==> config.mk <==
export PLATFORM = sky130hd
export DESIGN_NAME = pbus_master
export DESIGN_NICKNAME = d
export VERILOG_FILES = /design/src/pbus_pkg.sv /design/src/stream_if.sv /design/src/word_fifo.sv /design/src/pbus_master.sv
export VERILOG_INCLUDE_DIRS = /design/src /design/src/src
export SDC_FILE = /design/constraint.sdc
export NUM_CORES = 1
export LEC_CHECK = 0
export ABC_AREA = 1
export BUFFER_PORTS_ARGS = -buffer_cell sky130_fd_sc_hd__buf_2
export CAP_MARGIN = 20
export CELL_PAD_IN_SITES_DETAIL_PLACEMENT = 1
export CELL_PAD_IN_SITES_GLOBAL_PLACEMENT = 1
export CORE_ASPECT_RATIO = 1.5
export CORE_UTILIZATION = 39
export DETAILED_ROUTE_END_ITERATION = 16
export HOLD_SLACK_MARGIN = 0.02
export PLACE_DENSITY = 0.77
export SLEW_MARGIN = 10
export SYNTH_ARGS = -nofsm -noshare
export SYNTH_HDL_FRONTEND = slang
export SYNTH_SLANG_ARGS = --single-unit
==> constraint.sdc <==
create_clock -name ref_clk -period 2 [get_ports ref_clk]
set_clock_uncertainty 0.1 [all_clocks]
set_input_delay 0.4 -clock ref_clk [delete_from_list [all_inputs] [get_ports ref_clk]]
set_output_delay 0.4 -clock ref_clk [all_outputs]
set_load 0.01 [all_outputs]
==> src/pbus_regs.svh <==
// Timing and address constants of the parallel peripheral bus master.
// Assumes a single processor clock; all counts derive from its period.
`ifndef PBUS_REGS_SVH
`define PBUS_REGS_SVH

// Processor clock period, in picoseconds.
`define CLK_PERIOD_PS 100000

// Address and select setup before a strobe falls.
`define ADDR_SETUP_PS 325
// Data hold after the write strobe rises.
`define DATA_HOLD_PS 2325
// Longest time the converter keeps driving the bus after a read.
`define BUS_RELEASE_PS 40000

// Least times round up to whole cycles; none is below one cycle.
`define CEIL_CYC(ps) (((ps) + `CLK_PERIOD_PS - 1) / `CLK_PERIOD_PS)
`define SETUP_CYCLES `CEIL_CYC(`ADDR_SETUP_PS)
`define HOLD_CYCLES `CEIL_CYC(`DATA_HOLD_PS)
`define TURN_CYCLES `CEIL_CYC(`BUS_RELEASE_PS)

// Recommended wait states for the converter pair.
`define ADC_RECOMMENDED_WS 4'h5
`define DAC_RECOMMENDED_WS 4'h2

// Default peripheral addresses on the external address bus.
`define ADC_DEFAULT_ADDR 14'h0000
`define DAC_DEFAULT_ADDR 14'h0001

`endif

==> src/pbus_pkg.sv <==
// Types shared by the parallel peripheral bus master and its FIFO.
// Assumes a 14-bit external address bus and a 16-bit data bus.
package pbus_pkg;

	typedef logic [13:0] addr_t;
	typedef logic [15:0] word_t;
	typedef logic [3:0] ws_t;

	typedef enum logic [4:0] {
		ST_IDLE = 5'h01,
		ST_SETUP = 5'h02,
		ST_STROBE = 5'h04,
		ST_HOLD = 5'h08,
		ST_TURN = 5'h10
	} bus_state_e;

	typedef enum logic [1:0] {
		OP_READ = 2'h0,
		OP_CTRL = 2'h1,
		OP_DAC = 2'h2
	} bus_op_e;

endpackage : pbus_pkg

==> src/stream_if.sv <==
// Valid/ready word stream between the bus master and its FIFO.
// Assumes both ends run on the same clock.
`timescale 1ns/1ns
interface stream_if #(parameter int WIDTH = 16) ();
	logic valid;
	logic ready;
	logic [WIDTH-1:0] data;

	modport snk (input valid, input data, output ready);
	modport src (output valid, output data, input ready);
endinterface : stream_if

==> src/word_fifo.sv <==
// Small synchronous FIFO with valid/ready on both sides.
// Assumes one clock; storage is flip-flops indexed by wrapping pointers.
`timescale 1ns/1ns
module word_fifo #(
	parameter int WIDTH = 16,
	parameter int DEPTH = 4
) (
	// Clock and reset
	input wire logic ref_clk,
	input wire logic arst_n,
	// Filling and draining sides
	stream_if.snk in_s,
	stream_if.src out_s
);
	localparam int AW = (DEPTH > 1) ? $clog2(DEPTH) : 1;

	logic [WIDTH-1:0] mem_q [DEPTH];
	logic [AW-1:0] wr_ptr_q;
	logic [AW-1:0] rd_ptr_q;
	logic [AW:0] count_q;

	wire push = in_s.valid && in_s.ready;
	wire pop = out_s.valid && out_s.ready;
	wire wr_last = (wr_ptr_q == AW'(DEPTH - 1));
	wire rd_last = (rd_ptr_q == AW'(DEPTH - 1));

	assign in_s.ready = (count_q != (AW+1)'(DEPTH));
	assign out_s.valid = (count_q != '0);
	assign out_s.data = mem_q[rd_ptr_q];

	always_ff @(posedge ref_clk)
	begin
		if (push)
			mem_q[wr_ptr_q] <= in_s.data;
	end

	always_ff @(posedge ref_clk or negedge arst_n)
	begin
		if (!arst_n)
		begin
			wr_ptr_q <= '0;
			rd_ptr_q <= '0;
			count_q <= '0;
		end
		else
		begin
			if (push)
				wr_ptr_q <= wr_last ? '0 : wr_ptr_q + AW'(1);
			if (pop)
				rd_ptr_q <= rd_last ? '0 : rd_ptr_q + AW'(1);
			if (push && !pop)
				count_q <= count_q + (AW+1)'(1);
			else if (pop && !push)
				count_q <= count_q - (AW+1)'(1);
		end
	end
endmodule : word_fifo

==> src/pbus_master.sv <==
// Processor-side master of a parallel bus to a memory-mapped ADC and DAC.
// Assumes external decode logic makes the converter chip selects from
// the space selects and the address, and that the data bus wire is
// resolved outside from data_out and data_oe.
//
// Functional notes
// RULE1 - A DAC request on its interrupt line starts a write cycle.
// RULE2 - Address and space select assert together; DAC writes use data space.
// RULE3 - Outside decode logic makes the chip select from select and address.
// RULE4 - Write strobe falls after select; data is valid before it rises.
// RULE5 - The peripheral captures the data bus on the rising write strobe.
// RULE6 - Timing is in whole clocks; each wait state adds one strobe period.
// RULE7 - Accesses to the ADC use five wait states for its memory space.
// RULE8 - Accesses to the DAC use two wait states for its memory space.
// RULE9 - The DAC input latch passes to its output latch on the sample strobe.
// RULE10 - The DAC output-latch strobe also asks for the next word.
// RULE11 - ADC busy falling marks a finished conversion and requests a read.
// RULE12 - The ADC control register is writable; normal work is sample reads.
// RULE13 - No write follows an ADC read before the ADC releases the bus.
// RULE14 - Each memory space has its own wait-state count, zero to fifteen.
// RULE15 - Address, select and strobe hold steady during wait states.
// RULE16 - The read strobe enables the peripheral; data is taken as it rises. The code takes the synchronised bus word from two cycles before the rise.
// RULE17 - The data bus drivers are released outside write cycles.
`timescale 1ns/1ns
`include "pbus_regs.svh"
module pbus_master #(
	parameter pbus_pkg::addr_t ADC_ADDR = `ADC_DEFAULT_ADDR,
	parameter pbus_pkg::addr_t DAC_ADDR = `DAC_DEFAULT_ADDR,
	parameter int FIFO_DEPTH = 4
) (
	// Clock and reset
	input wire logic ref_clk,
	input wire logic arst_n,
	// External bus pins
	output pbus_pkg::addr_t addr,
	output logic data_space_select_n,
	output logic io_space_select_n,
	output logic rd_n,
	output logic wr_n,
	output pbus_pkg::word_t data_out,
	output logic data_oe,
	input wire pbus_pkg::word_t data_in,
	// Converter request pins
	input wire logic dac_latch_irq_n,
	input wire logic adc_busy,
	// Wait-state configuration
	input wire logic use_recommended_ws,
	input wire pbus_pkg::ws_t io_wait_states,
	input wire pbus_pkg::ws_t data_wait_states,
	// DAC word stream from the processor core
	input wire logic dac_word_valid,
	input wire pbus_pkg::word_t dac_word_data,
	output logic dac_word_ready,
	// ADC control register writes
	input wire logic ctrl_valid,
	input wire pbus_pkg::word_t ctrl_data,
	output logic ctrl_ready,
	// ADC samples
	output logic sample_valid,
	output pbus_pkg::word_t sample_data,
	// Status
	output logic bus_busy
);
	import pbus_pkg::*;

	// Request pins and the data bus come from outside this clock domain.
	logic dac_irq_s1_q;
	logic dac_irq_s2_q;
	logic dac_irq_s3_q;
	logic adc_busy_s1_q;
	logic adc_busy_s2_q;
	logic adc_busy_s3_q;
	word_t din_s1_q;
	word_t din_s2_q;

	bus_state_e state_q;
	bus_state_e state_d;
	bus_op_e op_q;
	bus_op_e op_d;
	ws_t cnt_q;
	ws_t cnt_d;
	logic dac_pend_q;
	logic dac_pend_d;
	logic adc_pend_q;
	logic adc_pend_d;

	addr_t addr_q;
	word_t dout_q;
	logic dss_n_q;
	logic ioss_n_q;
	logic rd_n_q;
	logic wr_n_q;
	logic doe_q;
	word_t sample_data_q;
	logic sample_valid_q;

	stream_if #(.WIDTH($bits(word_t))) fifo_in ();
	stream_if #(.WIDTH($bits(word_t))) fifo_out ();

	// Words wait here so the core need not meet the DAC request instant.
	word_fifo #(
		.WIDTH($bits(word_t)),
		.DEPTH(FIFO_DEPTH)
	) u_dac_fifo (
		.ref_clk(ref_clk),
		.arst_n(arst_n),
		.in_s(fifo_in),
		.out_s(fifo_out)
	);

	assign fifo_in.valid = dac_word_valid;
	assign fifo_in.data = dac_word_data;
	assign dac_word_ready = fifo_in.ready;

	always_ff @(posedge ref_clk or negedge arst_n)
	begin
		if (!arst_n)
		begin
			dac_irq_s1_q <= 1'b1;
			dac_irq_s2_q <= 1'b1;
			dac_irq_s3_q <= 1'b1;
			adc_busy_s1_q <= 1'b0;
			adc_busy_s2_q <= 1'b0;
			adc_busy_s3_q <= 1'b0;
			din_s1_q <= '0;
			din_s2_q <= '0;
		end
		else
		begin
			dac_irq_s1_q <= dac_latch_irq_n;
			dac_irq_s2_q <= dac_irq_s1_q;
			dac_irq_s3_q <= dac_irq_s2_q;
			adc_busy_s1_q <= adc_busy;
			adc_busy_s2_q <= adc_busy_s1_q;
			adc_busy_s3_q <= adc_busy_s2_q;
			din_s1_q <= data_in;
			din_s2_q <= din_s1_q;
		end
	end

	// The DAC latch strobe going low asks for the next word.
	wire dac_request = !dac_irq_s2_q && dac_irq_s3_q; // [RULE1] [RULE10]
	// Busy falling means a conversion result is waiting.
	wire adc_done = !adc_busy_s2_q && adc_busy_s3_q; // [RULE11]

	// Arbitration: a finished conversion is served first, since a late
	// read loses the sample; control writes beat DAC refills.
	wire idle = (state_q == ST_IDLE);
	wire start_read = idle && adc_pend_q; // [RULE16]
	wire start_ctrl = idle && !adc_pend_q && ctrl_valid; // [RULE12]
	wire start_dac = idle && !adc_pend_q && !ctrl_valid &&
		dac_pend_q && fifo_out.valid; // [RULE1]
	wire start_any = start_read || start_ctrl || start_dac;

	assign ctrl_ready = start_ctrl;
	assign fifo_out.ready = start_dac;

	// Flags set by a request in the cycle they are taken stay set.
	assign dac_pend_d = dac_request || (dac_pend_q && !start_dac);
	assign adc_pend_d = adc_done || (adc_pend_q && !start_read);

	// Each space keeps its own count; the recommended mode forces the
	// figures that suit the converter pair.
	wire ws_t io_ws = use_recommended_ws ?
		`ADC_RECOMMENDED_WS : io_wait_states; // [RULE7] [RULE14]
	wire ws_t data_ws = use_recommended_ws ?
		`DAC_RECOMMENDED_WS : data_wait_states; // [RULE8] [RULE14]
	wire ws_t strobe_ws = (op_q == OP_DAC) ? data_ws : io_ws;

	wire cnt_done = (cnt_q == '0);
	wire ws_t cnt_dec = cnt_done ? cnt_q : cnt_q - 4'h1;
	wire op_is_write = (op_q != OP_READ);

	always_comb
	begin
		state_d = state_q;
		op_d = op_q;
		cnt_d = cnt_dec;
		case (state_q)
			ST_IDLE:
			begin
				if (start_any)
				begin
					state_d = ST_SETUP;
					op_d = start_read ? OP_READ :
						(start_ctrl ? OP_CTRL : OP_DAC);
					cnt_d = 4'(`SETUP_CYCLES - 1); // [RULE6]
				end
			end
			ST_SETUP:
			begin
				if (cnt_done)
				begin
					state_d = ST_STROBE;
					cnt_d = strobe_ws; // [RULE6] [RULE15]
				end
			end
			ST_STROBE:
			begin
				if (cnt_done)
				begin
					state_d = ST_HOLD;
					cnt_d = 4'(`HOLD_CYCLES - 1);
				end
			end
			ST_HOLD:
			begin
				if (cnt_done && op_is_write)
					state_d = ST_IDLE;
				else if (cnt_done)
				begin
					// The ADC may still drive the bus after a read.
					state_d = ST_TURN; // [RULE13]
					cnt_d = 4'(`TURN_CYCLES - 1);
				end
			end
			ST_TURN:
			begin
				if (cnt_done)
					state_d = ST_IDLE;
			end
			default:
			begin
				state_d = ST_IDLE;
				op_d = OP_READ;
				cnt_d = '0;
			end
		endcase
	end

	// Pin values follow the next state so they leave flip-flops cleanly.
	wire active_d = (state_d == ST_SETUP) || (state_d == ST_STROBE) ||
		(state_d == ST_HOLD);
	wire strobe_d = (state_d == ST_STROBE);
	wire dss_n_d = !(active_d && op_d == OP_DAC); // [RULE2] [RULE15]
	wire ioss_n_d = !(active_d && op_d != OP_DAC); // [RULE2] [RULE15]
	// Strobes fall one setup period after the select, never with it.
	wire rd_n_d = !(strobe_d && op_d == OP_READ); // [RULE16]
	wire wr_n_d = !(strobe_d && op_d != OP_READ); // [RULE4]
	// Write data stands from the select edge through the hold period,
	// so it is valid across the whole strobe and after its rise.
	wire doe_d = active_d && op_d != OP_READ; // [RULE4] [RULE17]
	wire addr_t addr_d = start_dac ? DAC_ADDR : ADC_ADDR; // [RULE2]
	wire word_t dout_d = start_ctrl ? ctrl_data : fifo_out.data;
	// Data is taken at the edge where the read strobe rises.
	wire capture = (state_q == ST_STROBE) && cnt_done &&
		(op_q == OP_READ); // [RULE16]

	always_ff @(posedge ref_clk or negedge arst_n)
	begin
		if (!arst_n)
		begin
			state_q <= ST_IDLE;
			op_q <= OP_READ;
			cnt_q <= '0;
			dac_pend_q <= 1'b0;
			adc_pend_q <= 1'b0;
		end
		else
		begin
			state_q <= state_d;
			op_q <= op_d;
			cnt_q <= cnt_d;
			dac_pend_q <= dac_pend_d;
			adc_pend_q <= adc_pend_d;
		end
	end

	always_ff @(posedge ref_clk or negedge arst_n)
	begin
		if (!arst_n)
		begin
			dss_n_q <= 1'b1;
			ioss_n_q <= 1'b1;
			rd_n_q <= 1'b1;
			wr_n_q <= 1'b1;
			doe_q <= 1'b0;
		end
		else
		begin
			dss_n_q <= dss_n_d;
			ioss_n_q <= ioss_n_d;
			rd_n_q <= rd_n_d;
			wr_n_q <= wr_n_d;
			doe_q <= doe_d;
		end
	end

	// Address and write data are loaded once per cycle and held, so
	// nothing on the bus moves during inserted wait states.
	always_ff @(posedge ref_clk or negedge arst_n)
	begin
		if (!arst_n)
		begin
			addr_q <= '0;
			dout_q <= '0;
		end
		else if (start_any)
		begin
			addr_q <= addr_d; // [RULE15]
			dout_q <= dout_d; // [RULE4] [RULE12]
		end
	end

	// The bus value passes two synchroniser stages, so the word taken
	// is the one present two cycles before the rise; with the default
	// wait states the ADC data is stable long before that.
	always_ff @(posedge ref_clk or negedge arst_n)
	begin
		if (!arst_n)
		begin
			sample_data_q <= '0;
			sample_valid_q <= 1'b0;
		end
		else
		begin
			sample_valid_q <= capture;
			if (capture)
				sample_data_q <= din_s2_q; // [RULE16]
		end
	end

	assign addr = addr_q;
	assign data_space_select_n = dss_n_q;
	assign io_space_select_n = ioss_n_q;
	assign rd_n = rd_n_q;
	assign wr_n = wr_n_q;
	assign data_out = dout_q;
	assign data_oe = doe_q;
	assign sample_valid = sample_valid_q;
	assign sample_data = sample_data_q;
	assign bus_busy = !idle;

endmodule : pbus_master

-- Yosys cells after proc, flatten, opt, wreduce, memory -nomap -nowiden
Memories as Yosys holds them, arrays and structs flattened.
Cells that the tools add are included.
- output and inout port bits: 55
- ROM bits: 0
- logic and storage cells: 122
- latch bits: 0
- register bits after elaboration: 110
- memories: 1
- bits in writable memories: 64
- bits of input ports: 63
- div/mod/pow operators: 0
- $add $sub $neg: 5
- reductions and logical operators: 49
- eq/ne operators: 14
- $lt $le $gt $ge: 0
- mux-type cells: 28
- bitwise gates (word level): 0
- $mul: 0
- shift operators: 0
- memories (memory ; depth ; bits a word ; rd ports ; clocked after memory_dff ; wr ports ; RTL line ; RTL):
    u_dac_fifo.mem_q ; 4 ; 16 ; 1 ; 0 ; 1 ; word_fifo.sv:17 ; logic [WIDTH-1:0] mem_q [DEPTH];
- operators by type and width (cell ; count):
    $mux W4 ; 8
    $mux W5 ; 6
    $pmux W5 S5 ; 1
    $logic_and A1 B1 Y1 ; 22
    $pmux W4 S5 ; 1
    $mux W16 ; 1
    $logic_not A1 Y1 ; 13
    $eq A5 B2 Y1 const B ; 2
    $eq A5 B3 Y1 const B ; 2
    $eq A5 B4 Y1 const B ; 2
    $mux W2 ; 5
    $eq A2 B2 Y1 const B ; 4
    $logic_or A1 B1 Y1 ; 6
    $mux W3 ; 2
    $reduce_bool A2 Y1 ; 3
    $eq A5 B1 Y1 const B ; 1
    $eq A5 B5 Y1 const B ; 1
    $add A2 B1 Y2 const B ; 2
    $logic_not A2 Y1 ; 2
    $logic_not A4 Y1 ; 1
    $pmux W2 S2 ; 1
    $reduce_or A4 Y1 ; 1
    $sub A4 B1 Y4 const B ; 1
    $add A3 B1 Y3 const B ; 1
    other kinds (5) ; 7

-- Depth between registers and ports, before layout
Gate-level depths: netlist (run 1).
- word-level depth: 13
- gate-level depth with buffers: 11
- depth with buffers taken out: 11

-- Hierarchy
A second synthesis (run 1) with hierarchy kept.
- cell total of the unflattened synthesis: 613
- area total of the unflattened synthesis: 6836.6 µm²
- by module, submodules not included (module ; instances ; cells each ; sequential area each (µm²) ; area an instance (µm²)):
    pbus_master ; 1 ; 368 ; 2262.2 ; 3595.9
    word_fifo ; 1 ; 245 ; 2097.0 ; 3240.6

-- Worst setup path after synthesis (run 1)
Ideal clock, no wire load.
- path kind: register to register
- start: register state_q[0]
- end: register u_dac_fifo.count_q[1]
- data arrival time: 2020 ps
- clock period less this slack: 2245 ps
- cell stages (with the launch flop): 10
- data required time: 1775 ps
- library setup time: 125 ps
- path buffers: 0
- slack: -245 ps
- path through: dfstp_2 > inv_2 > nor2_2 > nand3_2 > nor2_4 > nand3_4 > ha_1 > inv_1 > fa_1 > mux2_2
- word-level cells in the longest chain between the ends: 9
- elaborated cells on any way between the ends: 11
- classes of those cells: 1 x eq/ne; 1 x mux; 9 x reduce/logical
- ends and longest elaborated chain (item ; RTL line ; RTL):
    from (decl) ; pbus_master.sv:76 ; bus_state_e state_q;
    from (signal assigned) ; pbus_master.sv:261 ; state_q <= state_d;
    $eq A5 B1 Y1 * ; pbus_master.sv:148 ; wire idle = (state_q == ST_IDLE);
    $logic_and A1 B1 Y1 * (3 in a row) ; pbus_master.sv:151 ; wire start_dac = idle && !adc_pend_q && !ctrl_valid &&
    $logic_and A1 B1 Y1 * ; pbus_master.sv:152 ; dac_pend_q && fifo_out.valid;
    $logic_and A1 B1 Y1 * ; word_fifo.sv:23 ; wire pop = out_s.valid && out_s.ready;
    $logic_not A1 Y1 ; word_fifo.sv:51 ; if (push && !pop)
    $logic_and A1 B1 Y1 ; word_fifo.sv:51 ;
    $mux W3 / $reduce_bool A2 Y1 (equally long branches) ; -- ;
    to (signal assigned) ; word_fifo.sv:52 ; count_q <= count_q + (AW+1)'(1);
    to (signal assigned) ; word_fifo.sv:54 ; count_q <= count_q - (AW+1)'(1);
    to (decl) ; word_fifo.sv:20 ; logic [AW:0] count_q;
Mark *: on every way between the ends. The rest lies on a longest branch, timed or not.
A chain may end at the register's enable or synchronous reset.

-- Final worst setup path (run 1)
Same ends and word-level chain as after synthesis.

==> reports/results.ini, run 1 <==
[global_route]
first_global_vias=5227
grt_use_met3=0.0396
busiest_layer=met2
grt_antenna_before_repair=1
grt_max_degree=61
met1_usage=0.222
grt-ovfl-total=0
grtUsageTotal=0.207
grt_pass1_wl_mm=26.8
met2_usage=0.388

[clock_network]
tritoncts=built
cts.path.max_buffers=2
root_buffer=clkbuf_16
numCtsBuffers=17
path_clk_slew_ps=70
cts_max_level=4
clkSinkCount=161
clk_latency_ps=420

[routing]
vias_per_cell=4.95
postRouteAntennaNets=0
drc=0
vias=4762
wl_mm=16.8
dr.pass1.iters=4
drtIter0Drc=168
post_drt_wl_per_cell_um=17.5

[setup_path]
worstSetupEndpointType=register
cp_num_buf_inv=2
crit_required_ps=2200
arrival_ps=2370
crit_family=adder cells
r2r-start=state_q[0]
crit_chain=inv_2 > nor2_4 > nand3_4 > nor2_4 > nand3_4 > ha_4 > inv_4 > fa_1 > mux2_4
critPathSlowestCell=dfstp_2
critPathKind=reg2reg
cp-start-kind=register
slowest_delay_ps=550
path_max_fanout=2
critical_path.startpoint=state_q[0]

[power_and_ir_drop]
swShare=0.381
power.density_nw_per_um2=1560
comb_power_share=0.396
p_switching_mw=4.93
clkPwrFrac=0.240
cellLeakagePower_nw=3.77
cellInternalPower_mw=8.03
peakVddDrop_v=0.000664
seq_power_share=0.364
total_power_mw=13.0

[finish]
areaGrowthSynthToFinish_pct=28.3
fin_nets=814
finish.utilization=0.513
drive_gt1_frac=0.298

[synth]
yosysUniqueCellTypes=36
syn_inst=577
yosys_warnings=0
syn_area_um2=6480
seq_area_frac_synth=0.673
postSynthAreaPerCell_um2=11.2
yosys_register_bits=161

[sta]
postLayoutSetupSlackWorst_ps=-171
finalCritPeriodShare=1.09
setup_viol=3
hold_viol_final=0
fin_crit_ps=2170
whs_ps=91.5
rsz0062_at_grt=true
drv_slew=0
clock.fmax_mhz=461

[place]
pre_cts_ws_ps=-132
place_hpwl_mm=11.3
port_buffers=104
gp_congestion=0.844

[run_status]
outcome=complete, but fails checks
violations=setup timing

[die]
die_x_um=107
num_io_pins=118
coreArea_um2=16200
start_util=0.400
die_h_um=160
rows=57
dieArea_um2=17100

[flow_run]
max_cap_viol_count=0

[hold_path]
hp-start=dac_word_data[15]
hold_path.class=in2reg

-- registers in the layout, indices dropped and copies added (netlist names), 2 cells and up --
signal	flops
cnt_q	4
data_out	16
din_s1_q	16
din_s2_q	16
op_q	2
sample_data	16
state_q	5
u_dac_fifo.count_q	3
u_dac_fifo.mem_q	64
u_dac_fifo.rd_ptr_q	2
u_dac_fifo.wr_ptr_q	2
-- worst paths after layout --
kind	depth (start not counted)	end	slack, ps
max	9	u_dac_fifo.count_q[1]	-170
min	1	u_dac_fifo.mem_q[0][15]	90
max reg2reg	9	u_dac_fifo.count_q[1]	-170
min reg2reg	0	din_s2_q[7]	240
max in group asynchronous	3	state_q[0]	870
min in group asynchronous	2	op_q[1]	300
-- power by group through the flow --
stage | clock (mW) | combinational, mW | sequential (mW)
after floorplan | 0 | 2.73 | 4.92
after global placement | 0 | 4.38 | 4.70
after detailed placement | 0 | 4.68 | 4.77
after CTS | 3.19 | 4.92 | 4.72
after global routing | 3.30 | 5.72 | 4.79
final | 3.11 | 5.14 | 4.72
-- worst register-to-register path, cell delays in order, from the launching register on --
cell and delay (ps):
dfstp_2 550, inv_2 50, nor2_4 100, nand3_4 90, nor2_4 120, nand3_4 100, ha_4 190, inv_4 60
fa_1 410, mux2_4 280
-- cells in the final DEF (no fill, tap or decap), drive strengths merged, types with 2 or more instances in the layout --
master	n
conb	13
a21oi	6
dfrtp	89
nand4	4
nor2	58
nand3	23
dfstp	8
o22ai	2
buf	146
clkbuf	19
ha	8
o21a	16
o21bai	17
nand2	128
a31oi	5
o21ai	69
xor2	2
dlygate4sd3	19
inv	48
clkinv	3
clkinvlp	2
o211ai	2
edfxtp	64
-- cell usage after synthesis, drive strengths merged --
cell | n | area share
xor2 | 2 | 0.0027
nand3 | 23 | 0.020
inv | 39 | 0.023
xnor2 | 1 | 0.0014
clkinv | 1 | 0.00077
dfstp | 8 | 0.032
nand4 | 4 | 0.0062
nor3 | 1 | 0.00077
clkbuf | 10 | 0.0058
dfrtp | 89 | 0.34
o21ai | 69 | 0.053
o22ai | 2 | 0.0019
o21bai | 17 | 0.020
nand2 | 128 | 0.075
edfxtp | 64 | 0.30
o211ai | 2 | 0.0023
buf | 21 | 0.025
mux2 | 1 | 0.0017
conb | 1 | 0.00058
ha | 8 | 0.015
fa | 1 | 0.0031
o21a | 16 | 0.019
a21oi | 6 | 0.0052
a31oi | 5 | 0.0048
nor2 | 58 | 0.039
-- layer usage --
metal / wire [µm] / vias up
li1: - / 2234
met1: 6240 / 2374
met2: 9540 / 120
met3: 565 / 34
met4: 461 / 0
met5: 0 / -
-- repair_timing --
action | 4_1_cts | 5_1_grt
pin swaps | 1 | 7
cloned | 0 | 0
endpoints found under the hold margin | 35 | 0
setup endpoints to repair | 25 | 25
gates resized for setup | 8 | 25
hold buffers | 19 | 0
setup buffers | 5 | 8
-- through the flow --
| step | area, µm² | TNS, ps | instances |
|---|---|---|---|
| detailed placement | 7360 | -573 | 898 |
| CTS | 8180 | -472 | 953 |
| global route | 8310 | -915 | 961 |
| finish | 8310 | -411 | 962 |
| floorplan | 6550 | -173 | 589 |
| global placement | 7360 | -41.6 | 898 |
-- cell type report --
type	count	area (µm²)
Multi-Input combinational cell	357	1890
Fill cell	1777	7880
Tap cell	206	258
Clock inverter	13	114
Sequential cell	161	4360
Clock buffer	19	455
Timing Repair Buffer	165	1070
Antenna cell	1	2.50
Inverter	40	163
-- cells by family after synthesis --
| logic type | Yosys count | share of synthesized area |
|---|---|---|
| AOI/OAI and AO/OA | 117 | 0.106 |
| xor gates and xnor gates | 3 | 0.00406 |
| adders and majority gates | 9 | 0.0185 |
| buffers and inverters | 71 | 0.0547 |
| DFF | 161 | 0.673 |
| muxes | 1 | 0.00174 |
| other | 1 | 0.000579 |
| and+or+nand+nor | 214 | 0.142 |
(Power assumes the default switching activity.)
==> run 2, diff against run 1 <==
- BUFFER_PORTS_ARGS: -buffer_cell sky130_fd_sc_hd__buf_2 -> unset
- CORE_UTILIZATION: 39 -> 45
- DONT_BUFFER_PORTS: unset -> 1
==> reports/results.ini, run 2 (synthesized netlist as in run 1, its figures left out) <==
[routing]
drtIter0Drc=170  ; was 168
met3_wirelength_um=650  ; was 565 µm
dr.pass1.iters=4  ; unchanged
vias=4424  ; was 4762
vias_per_cell=5.14  ; was 4.95
top_layer_used=met4  ; unchanged
postRouteAntennaNets=0  ; unchanged
wirelength_met1_mm=6.07  ; was 6.24 mm
wl_mm=15.9  ; was 16.8 mm
drc=0  ; unchanged
wl_met2_mm=8.68  ; was 9.54 mm
post_drt_wl_per_cell_um=18.5  ; was 17.5 µm

[clock_network]
cts_max_level=4  ; unchanged
clk_latency_ps=430  ; was 420 ps
path_clk_slew_ps=70  ; about the same
cts_hold_buf=36  ; was 19
clkSinkCount=161  ; unchanged
numCtsBuffers=17  ; unchanged
root_buffer=clkbuf_16  ; unchanged
cts.path.max_buffers=2  ; unchanged
tritoncts=built  ; unchanged

[die]
die_x_um=100  ; was 107 µm
rows=53  ; was 57
num_io_pins=118  ; unchanged
coreArea_um2=14100  ; was 16200 µm²
die_h_um=149  ; was 160 µm
start_util=0.461  ; was 0.400
dieArea_um2=14900  ; was 17100 µm²

[setup_path]
r2r-start=state_q[0]  ; unchanged
path_max_fanout=2  ; unchanged
crit_required_ps=2210  ; was 2200 ps
worstSetupEndpointType=register  ; unchanged
critPathKind=reg2reg  ; unchanged
r2r_slack_ps=-120  ; was -170 ps
arrival_ps=2330  ; was 2370 ps
reg2regPathDepth=9  ; unchanged
cp-start-kind=register  ; unchanged
rr_endpoint=u_dac_fifo.count_q[1]  ; unchanged

[run_status]
violations=hold timing, setup timing  ; was setup timing
outcome=complete, but fails checks  ; unchanged

[place]
gp_congestion=0.793  ; was 0.844
place_hpwl_mm=10.2  ; was 11.3 mm
port_buffers=0  ; was 104

[global_route]
grt-ovfl-total=0  ; unchanged
grt_antenna_before_repair=0  ; was 1
grt_max_degree=98  ; was 61
grtUsageTotal=0.224  ; was 0.207
first_global_vias=4890  ; was 5227
grt_pass1_wl_mm=24.9  ; was 26.8 mm

[sta]
clock.fmax_mhz=473  ; was 461 MHz
finalCritPeriodShare=1.06  ; was 1.09
whs_ps=-437  ; was 91.5 ps
fin_crit_ps=2120  ; was 2170 ps
postLayoutSetupSlackWorst_ps=-116  ; was -171 ps
hold_viol_final=97  ; was 0
drv_slew=0  ; unchanged
setup_viol=3  ; unchanged
rsz0062_at_grt=true  ; unchanged

[finish]
final_cell_mix=nand2_1, dfrtp_1, edfxtp_1  ; was nand2_1, buf_2, dfrtp_1
areaGrowthSynthToFinish_pct=23.3  ; was 28.3%
num_antenna_cells=0  ; was 1
fin_nets=728  ; was 814
final_common_cell=nand2_1  ; unchanged
largest-register=u_dac_fifo.mem_q  ; unchanged
largest_register_ff_count=64  ; unchanged
drive_gt1_frac=0.169  ; was 0.298
finish.utilization=0.568  ; was 0.513

[power_and_ir_drop]
power.density_nw_per_um2=1610  ; was 1560 nW/µm²
total_power_mw=12.8  ; was 13.0 mW
peakVddDrop_v=0.000764  ; was 0.000664 V
cellLeakagePower_nw=3.45  ; was 3.77 nW

[flow_run]
max_cap_viol_count=0  ; unchanged

[hold_path]
hold_path.class=in2async  ; was in2reg

-- run 2: changes by cell type in the layout (fill, tap and decap cells not counted), sizes merged --
cell	previous run	this run
diode	1	0
dlygate4sd3	19	36
bufinv	0	2
clkinvlp	2	1
clkbuf	19	20
buf	146	41
-- run 2: what timing repair did --
action                                  CTS  global route
hold endpoints to repair                181            97
setup buffers                             9             4
cloned                                    2             0
endpoints found under the setup margin    3            41
pin swaps                                 7             6
gates resized for setup                  15             7
-- run 2: worst max-delay path, cell delays in order, from the launching register on --
cell,delay [ps]
dfstp_2,550
inv_2,50
nor2_4,90
nand3_4,80
nor2_4,150
nand3_4,90
ha_4,170
inv_4,50
fa_1,380
mux2_4,280
-- run 2: cell type report --
cell class	instances	area [µm²]
well taps	192	240
multi-input cells	357	1870
repair inverters	2	17.5
inverters	40	165
flip-flops and latches	161	4360
clock buffers	20	479
clock inverters	12	154
fillers	1495	6070
repair buffers	77	699
-- run 2: per-layer routing --
| layer | vias up | global-route usage |
|---|---|---|
| met5 | - | 0 |
| li1 | 2057 | - |
| met2 | 119 | 0.409 |
| met4 | 0 | 0.120 |
| met1 | 2213 | 0.239 |
| met3 | 35 | 0.0473 |
-- run 2: worst max path at each step --
stage | from | endpoint | cells after the start
final | state_q[0] | u_dac_fifo.count_q[1] | 9
after detailed placement | state_q[0] | u_dac_fifo.count_q[1] | 9
after global routing | state_q[0] | u_dac_fifo.count_q[1] | 9
after CTS | state_q[0] | u_dac_fifo.count_q[1] | 9
after floorplan | state_q[0] | u_dac_fifo.count_q[1] | 9
after global placement | state_q[0] | u_dac_fifo.count_q[1] | 9
-- run 2: through the flow --
stage                     setup slack (ps)  std cells  setup TNS (ps)  hold slack, ps  cell area [µm²]
after CTS                             -123        858            -254            -453             7940
after floorplan                       -173        589            -173            4.41             6550
after detailed placement              -124        779            -181            7.59             6820
after global placement               -41.4        779           -41.4            7.31             6820
final                                 -116        861            -234            -437             7990
after global routing                  -182        861            -464            -457             7990
-- run 2: power breakdown --
| group | internal (mW) | leakage, nW | total, mW | switching (mW) |
|---|---|---|---|---|
| Combinational | 1.68 | 1.39 | 4.41 | 2.73 |
| Clock | 2.04 | 0.309 | 3.44 | 1.40 |
| Sequential | 4.33 | 1.75 | 4.98 | 0.651 |
==> run 3, diff against run 2 <==
- CORE_ASPECT_RATIO: 1.5 -> unset
==> reports/results.ini, run 3 (synthesized netlist as in run 1, its figures left out) <==
[global_route]
grt_pass1_wl_mm=24.8  ; was 24.9 mm
grtUsageTotal=0.227  ; was 0.224
grt-ovfl-total=0  ; unchanged
grt_max_degree=98  ; unchanged
grt_antenna_before_repair=0  ; unchanged
first_global_vias=4800  ; was 4890

[finish]
final_common_cell=nand2_1  ; unchanged
multi_input_area_um2=1900  ; was 1870 µm²
fillers=1451  ; was 1495
final_cell_mix=nand2_1, dfrtp_1, edfxtp_1  ; unchanged
fin_nets=732  ; was 728
drive_gt1_frac=0.184  ; was 0.169
largest-register=u_dac_fifo.mem_q  ; unchanged
areaGrowthSynthToFinish_pct=23.2  ; was 23.3%
largest_register_ff_count=64  ; unchanged
fin_cells=853  ; was 861
num_antenna_cells=0  ; unchanged
final_area_um2=7980  ; was 7990 µm²
regArea_um2=4360  ; unchanged

[clock_network]
numCtsBuffers=17  ; unchanged
path_clk_slew_ps=70  ; about the same
root_buffer=clkbuf_16  ; unchanged
clk_latency_ps=420  ; was 430 ps
cts_max_level=4  ; unchanged
cts_hold_buf=38  ; was 36
cts.path.max_buffers=2  ; unchanged
tritoncts=built  ; unchanged
clkSinkCount=161  ; unchanged

[place]
place_hpwl_mm=10.2  ; about the same
dp_cells=765  ; was 779
placed_area_um2=6770  ; was 6820 µm²
gp_congestion=0.807  ; was 0.793
port_buffers=0  ; unchanged
pre_cts_ws_ps=-138  ; was -124 ps

[sta]
hold_viol_final=97  ; unchanged
postLayoutSetupSlackWorst_ps=-177  ; was -116 ps
tns_ps=-297  ; was -234 ps
clock.fmax_mhz=459  ; was 473 MHz
finalCritPeriodShare=1.09  ; was 1.06
fin_crit_ps=2180  ; was 2120 ps
drv_slew=0  ; unchanged
whs_ps=-434  ; was -437 ps
rsz0062_at_grt=true  ; unchanged
setup_viol=3  ; unchanged

[setup_path]
cp-start-kind=register  ; unchanged
cp_num_buf_inv=2  ; unchanged
critPathKind=reg2reg  ; unchanged
crit_family=adder cells  ; was flip-flops
r2r_slack_ps=-180  ; was -120 ps
critPathSlowestCell=dfstp_2  ; unchanged
worstSetupEndpointType=register  ; unchanged
slowest_delay_ps=550  ; about the same
path_max_fanout=2  ; unchanged
arrival_ps=2380  ; was 2330 ps
crit_required_ps=2200  ; was 2210 ps
crit_chain=inv_2 > nor2_4 > nand3_4 > nor2_4 > nand3_4 > ha_4 > inv_2 > fa_1 > mux2_2  ; was inv_2 > nor2_4 > nand3_4 > nor2_4 > nand3_4 > ha_4 > inv_4 > fa_1 > mux2_4

[die]
num_io_pins=118  ; unchanged
coreArea_um2=14000  ; was 14100 µm²
dieArea_um2=14900  ; about the same
rows=43  ; was 53
start_util=0.463  ; was 0.461
die_h_um=122  ; was 149 µm
die_x_um=122  ; was 100 µm

[routing]
wl_mm=16.1  ; was 15.9 mm
vias=4462  ; was 4424
post_drt_wl_per_cell_um=18.8  ; was 18.5 µm
dr.pass1.iters=4  ; unchanged
top_layer_used=met4  ; unchanged
drtIter0Drc=210  ; was 170
postRouteAntennaNets=0  ; unchanged
wl_met2_mm=8.90  ; was 8.68 mm
wirelength_met1_mm=5.99  ; was 6.07 mm
vias_per_cell=5.23  ; was 5.14
drc=0  ; unchanged
met3_wirelength_um=831  ; was 650 µm

[power_and_ir_drop]
cellLeakagePower_nw=3.45  ; about the same
p_switching_mw=4.95  ; was 4.78 mW
seq_power_share=0.396  ; was 0.388
swShare=0.391  ; was 0.372
clkPwrFrac=0.249  ; was 0.268
power.density_nw_per_um2=1580  ; was 1610 nW/µm²
peakVddDrop_v=0.000879  ; was 0.000764 V
cellInternalPower_mw=7.69  ; was 8.06 mW
comb_power_share=0.355  ; was 0.344

[flow_run]
max_cap_viol_count=0  ; unchanged

[run_status]
violations=hold timing, setup timing  ; unchanged
outcome=complete, but fails checks  ; unchanged

[hold_path]
hold_path.class=in2async  ; unchanged

-- run 3: changes by cell type in the layout (fill, tap and decap cells not counted), sizes merged --
cell,before,now
inv,48,51
bufinv,2,0
clkbuf,20,18
clkinv,3,5
dlygate4sd3,36,38
buf,41,42
-- run 3: area by class of cell --
cell class / count / share of cell area
inverter: 40 / 0.0213
sequential: 161 / 0.546
tap: 180 / 0.0282
multi-input combinational: 357 / 0.238
timing repair buffer: 80 / 0.0900
clock buffer: 18 / 0.0550
timing repair inverter: 3 / 0.00329
clock inverter: 14 / 0.0176
-- run 3: stage by stage --
| stage | hold slack (ps) | util | total power [mW] |
|---|---|---|---|
| 6_report | -434 | 0.570 | 12.6 |
| 2_1_floorplan | 4.41 | - | 7.65 |
| 3_5_place_dp | 7.77 | 0.484 | 8.93 |
| 5_1_grt | -462 | 0.570 | 13.4 |
| 3_3_place_gp | 8.12 | 0.484 | 8.62 |
| 4_1_cts | -453 | 0.559 | 12.4 |
-- run 3: final timing paths --
kind | from | to | depth (start not counted)
worst max-delay path | state_q[0] | u_dac_fifo.count_q[1] | 9
worst min-delay path | arst_n | cnt_q[2] | 0
worst max register to register | state_q[0] | u_dac_fifo.count_q[1] | 9
worst min register to register | din_s1_q[12] | din_s2_q[12] | 0
max in group asynchronous | arst_n | rd_n | 0
min in group ref_clk | ctrl_data[15] | data_out[15] | 2
-- run 3: what timing repair did --
| action | in CTS | in global routing |
|---|---|---|
| endpoints found under the hold margin | 183 | 97 |
| buffers inserted | 6 | 10 |
| resized for setup | 7 | 28 |
| pin swaps | 4 | 10 |
| gates cloned | 2 | 1 |
| setup endpoints to repair | 4 | 27 |
-- run 3: power groups by stage --
stage / Clock, mW / Sequential [mW] / Combinational (mW)
after global routing: 3.34 / 5.09 / 4.99
after detailed placement: 0 / 5.06 / 3.87
final: 3.15 / 5.00 / 4.48
after global placement: 0 / 5.01 / 3.62
after floorplan: 0 / 4.92 / 2.73
after CTS: 3.22 / 5.01 / 4.15
-- run 3: layer usage --
layer | up-vias | global-route usage
li1 | 2080 | -
met1 | 2241 | 0.244
met2 | 112 | 0.409
met3 | 29 | 0.0716
met4 | 0 | 0.0918
met5 | - | 0
